[src/core/rsa_map.svh]
`ifndef RSA_MAP_SVH
`define RSA_MAP_SVH
// register sub-addresses
`define RSA_SLOT_SIX_ADDR    8'h25
`define RSA_SLOT_SEVEN_ADDR  8'h26
// field positions
`define RSA_HI_MSB           7
`define RSA_HI_LSB           4
`define RSA_LO_MSB           3
`define RSA_LO_LSB           0
// reset values
`define RSA_SLOT_SIX_RST     8'h03
`define RSA_SLOT_SEVEN_RST   8'h03
// strobe code window
`define RSA_STROBE_FIRST     4'h3
`define RSA_STROBE_LAST      4'hA
`define RSA_STROBE_SEAL_LAST 4'h2
`endif

[src/core/rsa_pkg.sv]
package rsa_pkg;
  typedef enum logic [1:0] {
    RSA_IDLE = 2'b00,
    RSA_STEP = 2'b01,
    RSA_DONE = 2'b10
  } rsa_seq_state_type;
endpackage

[src/core/rsa_match_if.sv]
`timescale 1ns/1ns
`default_nettype none
// one decoder slot: field code in, current strobe in, enable hit out
interface rsa_match_if;
  logic [3:0] code;
  logic [3:0] strobe;
  logic       fire;
  logic       ctl;
  modport dec (input code, input strobe, output fire, output ctl);
  modport use_ (output code, output strobe, input fire, input ctl);
endinterface
`default_nettype wire

[src/core/rsa_rail_strobe.sv]
`timescale 1ns/1ns
`default_nettype none
`include "rsa_map.svh"
// Operation
// - linear regulator field, slot six bits 3-0, reset 3h
// - slot seven at 0x26, reset 0x3
// - gp output c field bits 7-4, reset 0h
// - gp output a field bits 3-0, reset 3h
// - codes 3h-9h enable at matching strobe
// - code Ah enables at strobe ten
// - other codes leave output uncontrolled
// - writes need prior password unlock
// - strobes 1-2 only while seal intact
//
// how the block hangs together
// - two sequencer slots hold three 4-bit strobe fields; slot six keeps
//   only the linear regulator field in its low nibble, its upper nibble
//   belongs to another rail and is only stored and read back here
// - a field code picks the strobe at which its output switches on;
//   codes outside the strobe window leave the output to other control
// - the walk starts from idle on seq_start and steps one strobe per
//   enabled clock, ending in a done state that holds until reset
// - enables are sticky: once a strobe fires an output it stays on,
//   which is the intent of a power-up sequence (no rail bounces)
//
// hazards and limits
// - the seal flag comes from a pin in another domain, so it passes two
//   flip-flops before the start decision reads it; a change of the pin
//   therefore shows up three clocks later at the earliest
// - the write gate samples the unlock level in the same cycle as the
//   write strobe; a host that drops unlock one cycle early is refused
// - clock enable low freezes everything, the synchroniser included,
//   so a frozen sequence resumes exactly where it stopped
module rsa_rail_strobe (
  input  wire logic       core_clk,             // 100 MHz
  input  wire logic       resetn,               // synchronous, active low
  input  wire logic       clk_en,               // freezes all state when low
  input  wire logic [7:0] reg_addr,             // sub-address from the serial slave
  input  wire logic [7:0] reg_wdata,            // write data
  input  wire logic       reg_wr,               // one-cycle write strobe
  input  wire logic       unlocked,             // password unlock done, level sampled at each write
  output logic      [7:0] reg_rdata,            // read data, registered
  input  wire logic       seq_start,            // begin power-up sequence
  input  wire logic       freshness_seal_flag,  // seal still intact when high
  output logic      [3:0] strobe_now,           // strobe being issued, 0 when idle
  output logic            seq_busy,             // sequence running
  output logic            linear_regulator_en,  // rail enables, registered
  output logic            gp_out_a_en,
  output logic            gp_out_c_en
);
  typedef struct packed {
    logic [7:0]                  slot_six;
    logic [7:0]                  slot_seven;
    logic [7:0]                  rdata;
    logic [3:0]                  strobe;
    rsa_pkg::rsa_seq_state_type  st;
    logic                        ldo_en;
    logic                        gpa_en;
    logic                        gpc_en;
    logic                        seal_s1;  // seal pin, first sync stage
    logic                        seal_s2;  // seal pin, second sync stage
  } rsa_state_type;

  rsa_state_type s_q;  // registered state
  rsa_state_type s_d;  // next state

  // three identical decoders, one per output
  rsa_match_if m_ldo ();
  rsa_match_if m_gpa ();
  rsa_match_if m_gpc ();
  rsa_strobe_match u_ldo (.m(m_ldo));
  rsa_strobe_match u_gpa (.m(m_gpa));
  rsa_strobe_match u_gpc (.m(m_gpc));

  assign m_ldo.code   = s_q.slot_six[`RSA_LO_MSB:`RSA_LO_LSB];
  assign m_gpa.code   = s_q.slot_seven[`RSA_LO_MSB:`RSA_LO_LSB];
  assign m_gpc.code   = s_q.slot_seven[`RSA_HI_MSB:`RSA_HI_LSB];
  assign m_ldo.strobe = s_q.strobe;
  assign m_gpa.strobe = s_q.strobe;
  assign m_gpc.strobe = s_q.strobe;

  // next-state logic: register writes, readback and strobe walk
  // everything is computed from s_q, so the struct copy makes one clean
  // register stage and no field can be read before it is settled
  always_comb begin
    s_d = s_q;
    // seal pin is asynchronous: only the second stage feeds the walk
    s_d.seal_s1 = freshness_seal_flag;
    s_d.seal_s2 = s_q.seal_s1;
    // writes land only once the password is unlocked
    if (reg_wr && unlocked) begin
      if (reg_addr == `RSA_SLOT_SIX_ADDR) begin
        s_d.slot_six = reg_wdata;
      end else if (reg_addr == `RSA_SLOT_SEVEN_ADDR) begin
        s_d.slot_seven = reg_wdata;
      end
    end
    // readback; unmapped addresses read zero
    unique case (reg_addr)
      `RSA_SLOT_SIX_ADDR:   s_d.rdata = s_q.slot_six;
      `RSA_SLOT_SEVEN_ADDR: s_d.rdata = s_q.slot_seven;
      default:              s_d.rdata = 8'h00;
    endcase
    unique case (s_q.st)
      rsa_pkg::RSA_IDLE: begin
        if (seq_start) begin
          s_d.st     = rsa_pkg::RSA_STEP;
          // broken seal skips strobes 1 and 2; backup rails untouched here
          // synchronised seal decides once, at the start of the walk
          s_d.strobe = s_q.seal_s2 ? 4'h1 : `RSA_STROBE_FIRST;
        end
      end
      rsa_pkg::RSA_STEP: begin
        // enables are sticky so a rail never drops mid-sequence
        if (m_ldo.fire) s_d.ldo_en = 1'b1;
        if (m_gpa.fire) s_d.gpa_en = 1'b1;
        if (m_gpc.fire) s_d.gpc_en = 1'b1;
        if (s_q.strobe == `RSA_STROBE_LAST) begin
          s_d.st     = rsa_pkg::RSA_DONE;
          s_d.strobe = 4'h0;
        end else begin
          s_d.strobe = s_q.strobe + 4'h1;
        end
      end
      rsa_pkg::RSA_DONE: begin
        s_d.st = rsa_pkg::RSA_DONE;
      end
      default: begin
        s_d.st     = rsa_pkg::RSA_IDLE;
        s_d.strobe = 4'h0;
      end
    endcase
  end

  // state register with enable and synchronous reset
  always_ff @(posedge core_clk) begin
    if (!resetn) begin
      s_q.slot_six   <= `RSA_SLOT_SIX_RST;
      s_q.slot_seven <= `RSA_SLOT_SEVEN_RST;
      s_q.rdata      <= 8'h00;
      s_q.strobe     <= 4'h0;
      s_q.st         <= rsa_pkg::RSA_IDLE;
      s_q.ldo_en     <= 1'b0;
      s_q.gpa_en     <= 1'b0;
      s_q.gpc_en     <= 1'b0;
      // sync stages start low: a broken seal is the safe assumption
      s_q.seal_s1    <= 1'b0;
      s_q.seal_s2    <= 1'b0;
    end else if (clk_en) begin
      // clock enable low holds every field, the sync stages as well
      s_q <= s_d;
    end
  end

  // outputs straight from the state register; seq_busy is a decode of
  // the state code and so carries no extra flop delay
  assign reg_rdata           = s_q.rdata;
  assign strobe_now          = s_q.strobe;
  assign seq_busy            = (s_q.st == rsa_pkg::RSA_STEP);
  assign linear_regulator_en = s_q.ldo_en;
  assign gp_out_a_en         = s_q.gpa_en;
  assign gp_out_c_en         = s_q.gpc_en;
endmodule // rsa_rail_strobe
`default_nettype wire

[src/core/rsa_strobe_match.sv]
`timescale 1ns/1ns
`default_nettype none
`include "rsa_map.svh"
module rsa_strobe_match (
  rsa_match_if.dec m
);
  // codes 3h..Ah are sequencer controlled, the rest are left alone
  always_comb begin
    m.ctl  = (m.code >= `RSA_STROBE_FIRST) && (m.code <= `RSA_STROBE_LAST);
    m.fire = m.ctl && (m.code == m.strobe);
  end
endmodule // rsa_strobe_match
`default_nettype wire

[config.mk]
export PLATFORM = sky130hd
export DESIGN_NAME = rsa_rail_strobe
export DESIGN_NICKNAME = d
export VERILOG_FILES = /design/src/core/rsa_pkg.sv /design/src/core/rsa_match_if.sv /design/src/core/rsa_rail_strobe.sv /design/src/core/rsa_strobe_match.sv
export VERILOG_INCLUDE_DIRS = /design/src /design/src/core
export SDC_FILE = /design/constraint.sdc
export NUM_CORES = 1
export LEC_CHECK = 0
export BUFFER_PORTS_ARGS = -buffer_cell sky130_fd_sc_hd__buf_2
export CORE_MARGIN = 1
export CORE_UTILIZATION = 40
export CTS_BUF_LIST = sky130_fd_sc_hd__clkbuf_16
export CTS_CLUSTER_SIZE = 12
export DETAILED_ROUTE_END_ITERATION = 8
export PLACE_DENSITY = 0.69
export SLEW_MARGIN = 20
export SYNTH_ARGS = -nofsm -noshare
export SYNTH_HDL_FRONTEND = slang
export SYNTH_SLANG_ARGS = --single-unit
[constraint.sdc]
create_clock -name core_clk -period 2.3 [get_ports core_clk]
set_clock_uncertainty 0.2 [all_clocks]
set_input_delay 0 -clock core_clk [delete_from_list [all_inputs] [get_ports core_clk]]
set_output_delay 0 -clock core_clk [all_outputs]
set_load 0.01 [all_outputs]
-- Word level (Yosys, flattened, before mapping)
Index checks and enable logic that the tools add are counted.
- reduce and logical (&&, ||, !) cells: 15
- div/mod/pow operators: 0
- add/sub/neg operators: 1
- magnitude comparators: 6
- bitwise gates (word level): 2
- multiplexer cells: 7
- equal/unequal tests: 10
- shift-type cells: 0
- $mul: 0
- operators by type and width (operator ; number):
    $reduce_and A3 Y1 ; 6
    $eq A8 B6 Y1 const B ; 2
    $pmux W8 S2 ; 1
    $eq A4 B4 Y1 ; 3
    $ge A4 B2 Y1 const B ; 3
    $le A4 B4 Y1 const B ; 3
    $pmux W4 S3 ; 1
    $logic_and A1 B1 Y1 ; 7
    $mux W6 ; 1
    $pmux W2 S3 ; 1
    $add A4 B1 Y4 const B ; 1
    $eq A4 B4 Y1 const B ; 1
    $mux W2 ; 2
    $mux W4 ; 1
    $reduce_and A4 Y1 ; 1
    $eq A2 B1 Y1 const B ; 1
    $eq A2 B2 Y1 const B ; 1
    $logic_not A2 Y1 ; 1
    $ne A2 B1 Y1 const B ; 1
    $ne A2 B2 Y1 const B ; 1
    $not A1 Y1 ; 2
- memory bits (writable): 0
- bits in latches: 0
- register bits: 35
- memories kept: 0
- ROM bits: 0
- word-level logic and storage cells: 51

-- Logic depth before layout (Yosys ltp)
- depth in word-level cells: 4
- gate-level depth with buffers: 7
- gate-level depth less buffers: 6

-- Cells and area by module
Synthesis repeated with hierarchy kept, for this count alone.
- cells, all modules: 200
- area, all modules: 1955.6 um^2
- by module, submodules not included (module ; seq. area each (um^2) ; area each (um^2) ; instances ; cells an instance):
    rsa_rail_strobe ; 700.7 ; 1737.9 ; 1 ; 176
    rsa_strobe_match ; 0.0 ; 72.6 ; 3 ; 8

-- Worst setup path before layout
No wires, ideal clock.
- path kind: reg2reg
- start point: register strobe_now[0] (netlist name)
- end point: register strobe_now[2] (netlist name)
- clock period less this slack: 1.781 ns
- stages on the path, launching flop included: 8
- arrival: 1.511 ns
- buffers on the path: 1
- setup time: 0.070 ns
- setup slack: 0.519 ns
- cells stage by stage: dfxtp_1 > buf_2 > inv_1 > ha_1 > nand3b_4 > nand2_4 > or4_1 > a21boi_1
- word-level cells in the longest chain between the ends: 3
- RTL lines (element ; line ; RTL):
    $add A4 B1 Y4 / $eq A4 B4 Y1 (equally long branches) ; n/a ;
    $mux W4 * ; rsa_rail_strobe.sv:118 ; if (s_q.strobe == `RSA_STROBE_LAST) begin
    $pmux W4 S3 * ; rsa_rail_strobe.sv:104 ; unique case (s_q.st)
Mark *: on every way between the ends. The rest lies on a longest branch, timed or not.
A chain may end at the register's enable or synchronous reset.

-- Final worst setup path
- start point: input reg_addr[6]
- end point: register s_q, in the netlist m_ldo.code[0]
- word-level cells in the longest chain between the ends: 2
- RTL lines (element ; line ; RTL):
    start: declaration ; rsa_rail_strobe.sv:38 ; input wire logic [7:0] reg_addr,
    $eq A8 B6 Y1 ; n/a ;
    $reduce_and A3 Y1 (no line) ; n/a ;
    end: declaration ; rsa_rail_strobe.sv:64 ; rsa_state_type s_q;
Every way passes these cells.

==> metrics.log <==
[metrics] root buf cell: clkbuf_16
[metrics] commonest register cell after synthesis: dfxtp_1
[metrics] GR Overflow Total: 0
[metrics] post-route total power: 1.56 mW
[metrics] met1 demand-to-capacity share in global routing: 21.7%
[metrics] hold violation total from the final report: 0
[metrics] clock sink count: 35
[metrics] per-cell via count in the routed design: 5.03
[metrics] CTS Hold Buffers Added: 13
[metrics] fin nets: 276
[metrics] first-pass iteration count of the detailed router: 4
[metrics] maximum number of pins on one net before global-route repair: 26
[metrics] netlist area before placement: 0.00197 mm^2
[metrics] pwr/cell area: 654 mW/mm^2
[metrics] maximum root-to-sink buffer count: 2
[metrics] DRC violation count after routing: 0
[metrics] via count of the first global-routing pass: 1335
[metrics] synthesis-stage register bit count: 35
[metrics] CTS H-tree lvls: 2
[metrics] Worst slew margin: 71.5%
[metrics] met2 Resource Use GR: 24.5%
[metrics] sequential-to-total area share from yosys stat: 35.6%
[metrics] Detailed Route Iter0 Violations: 72
[metrics] required time of the critical path: 2.25 ns
[metrics] clock slew seen by the registers of the worst setup and hold paths: 0.05 ns
[metrics] top library cells by usage in the layout, fill and taps aside: buf_2 (38), dfxtp_1 (35), nand2_1 (22)
[metrics] classification of the worst-slack hold path: primary input to flop
[metrics] TritonCTS clock tree: done
[metrics] final number of setup-violating endpoints: 0
[metrics] largest cells by area after synthesis: dfxtp_1 (36%), buf_4 (6.1%), nand3_1 (5.1%), nand2_1 (4.2%), mux2i_1 (4.1%)
[metrics] unrepaired setup endpoints after global routing: false
[metrics] initial antenna violation count: 0
[metrics] total negative slack for setup checks: 0 ns
[metrics] FILL cells: 456
[metrics] number of buffers added for setup after CTS: 0
[metrics] total die area: 0.00521 mm^2
[metrics] capturing element type of the critical path: flop
[metrics] cell accounting for the most synthesized area: dfxtp_1
[metrics] element type at the critical path start: primary input
[metrics] initial core utilization: 41.7%
[metrics] wire length per cell after detailed routing: 12.8 um
[metrics] number of pins exceeding their max-slew limit in the final report: 0
[metrics] total of warnings raised by yosys: 0
[metrics] max frequency: 0.457 GHz
[metrics] source of the worst register-to-register timing path: strobe_now[0]
[metrics] maximum VDD drop: 0.376 mV
[metrics] synthesis-to-finish area growth: 21.0%
[metrics] Die X-Extent: 72.2 um
[metrics] overall routing resource usage: 16.4%
[metrics] wire length after detailed routing: 4030 um
[metrics] number of placement rows: 25
[metrics] Hold Startpoint: reg_addr[3]
[metrics] die height: 72.2 um
[metrics] ratio of final minimum period to clock period: 95.1%
[metrics] result of the run: finished clean
[metrics] routability congestion estimate: 0.803
[metrics] Min Clock Period, post-route: 2.19 ns
[metrics] placeable core region: 0.00472 mm^2
[metrics] number of port buffers: 38
[metrics] data arrival time at the worst-slack endpoint: 2.14 ns
[metrics] area fraction of the dominant cell type after synthesis: 35.6%
[metrics] slew at the pin closest to its max-slew limit: 0.426 ns
[metrics] detailed placer's ending HPWL: 2940 um
[metrics] remaining antenna violation count after routing: 0
[metrics] post-CTS resize count: 0
[metrics] ant diodes: 0
[metrics] highest-utilization routing layer at the global route stage: met2
[metrics] leakage power of the design: 1.04 nW
[metrics] number of enable-type register cells in the synthesized netlist: 0
[metrics] Synth Net Count: 240
[metrics] average instance area after synthesis: 9.29 um^2
[metrics] count of maximum capacitance violations: 0
[metrics] most frequent standard cell in the layout excluding fill and tap cells: buf_2
[metrics] critical path start-end classification: primary input to flop
[metrics] vias after detailed routing: 1588
[metrics] Clock Latency Late Sink: 0.28 ns
[metrics] peak fanout along the critical path: 14
[metrics] share of final-layout standard cells stronger than drive strength 1: 27.3%
[metrics] Inserted Clock Buffers: 5
[metrics] global-route wire length before repair: 6440 um
[metrics] synthesized instance count: 212
[metrics] post-synthesis async set-or-reset flop share: 0%
[metrics] met3 Usage GRT: 4.72%
[metrics] IO Pins: 39
[metrics] unique cell type count in the Yosys netlist: 48
[metrics] CP startpoint: reg_addr[6]
-- metrics by stage --
step	std cells	hold WS, ns	area [um^2]	utilization [%]	setup slack (ns)
6_report	316	0.00654	2380	50.4	0.113
5_1_grt	316	0.0380	2380	50.4	0.0195
4_1_cts	316	0.00235	2380	50.4	0.108
3_5_place_dp	295	0.0303	2090	44.2	0.378
3_3_place_gp	295	0.0332	2090	44.2	0.434
2_1_floorplan	212	-0.0749	1970	-	0.519
-- cell families (layout without fill, tap and decap cells) --
group           Yosys count  in the layout  share of synthesized area (%)
xor+xnor                  9              9                           4.00
fa+ha+maj                 5              5                           3.18
compound gates           52             52                           20.8
mux                       8              8                           4.07
flops                    35             35                           35.6
buf+inv                  37             74                           11.5
simple gates             66             66                           20.9
-- critical path, stage by stage --
cell	delay, ns
dlygate4sd3_1	0.53
buf_2	0.13
nor4b_4	0.31
dlygate4sd3_1	0.65
nand4_4	0.23
mux2i_1	0.23
nand2_1	0.07
-- routing by layer --
metal	up-vias	part of all wire, %
li1	809	-
met1	740	49
met2	32	45
met3	7	4.2
met4	0	1.7
met5	-	0
-- path summary, 6_finish.rpt --
path | to | slack (ns) | cells past startpoint
worst max-delay path | m_ldo.code[0] | 0.11 | 7
worst min-delay path | s_q[32] | 0.007 | 4
worst max register to register | strobe_now[2] | 0.38 | 6
worst min register to register | gp_out_a_en | 0.25 | 2
-- sequential cells by signal, summed over array words and instances, names as in the netlist --
signal and count:
reg_rdata 8, linear_regulator_en 1, m_gpc.code 4, strobe_now 4, s_d 1, m_gpa.code 4, m_ldo.code 4, s_q 7
gp_out_c_en 1, gp_out_a_en 1
-- synthesized netlist by cell type (all sizes together) (2+ instances only) --
cell,number
o211ai,2
nand4,3
and3,2
o41ai,2
nand3b,2
a21oi,2
ha,5
xnor2,6
buf,24
and2,2
a21boi,10
o21ai,17
a22o,8
inv,11
o31ai,2
nand3,23
xor2,3
nor2b,6
clkbuf,2
dfxtp,35
mux2i,8
nand2,23
-- area by class of cell --
| class | instances | area (um^2) | share of cell area, % |
|---|---|---|---|
| clock inverter | 3 | 38.8 | 1.63 |
| tap | 67 | 83.8 | 3.52 |
| inverter | 11 | 41.3 | 1.73 |
| multi-input combinational | 140 | 1040 | 43.8 |
| sequential | 35 | 701 | 29.4 |
| timing repair buffer | 55 | 350 | 14.7 |
| clock buffer | 5 | 125 | 5.25 |
-- power by group --
part	internal, mW	total (mW)	switching [mW]
Combinational	0.0858	0.179	0.0929
Clock	0.505	0.747	0.242
Sequential	0.617	0.633	0.0158
Total	1.21	1.56	0.351
(Power assumes the default switching activity.)
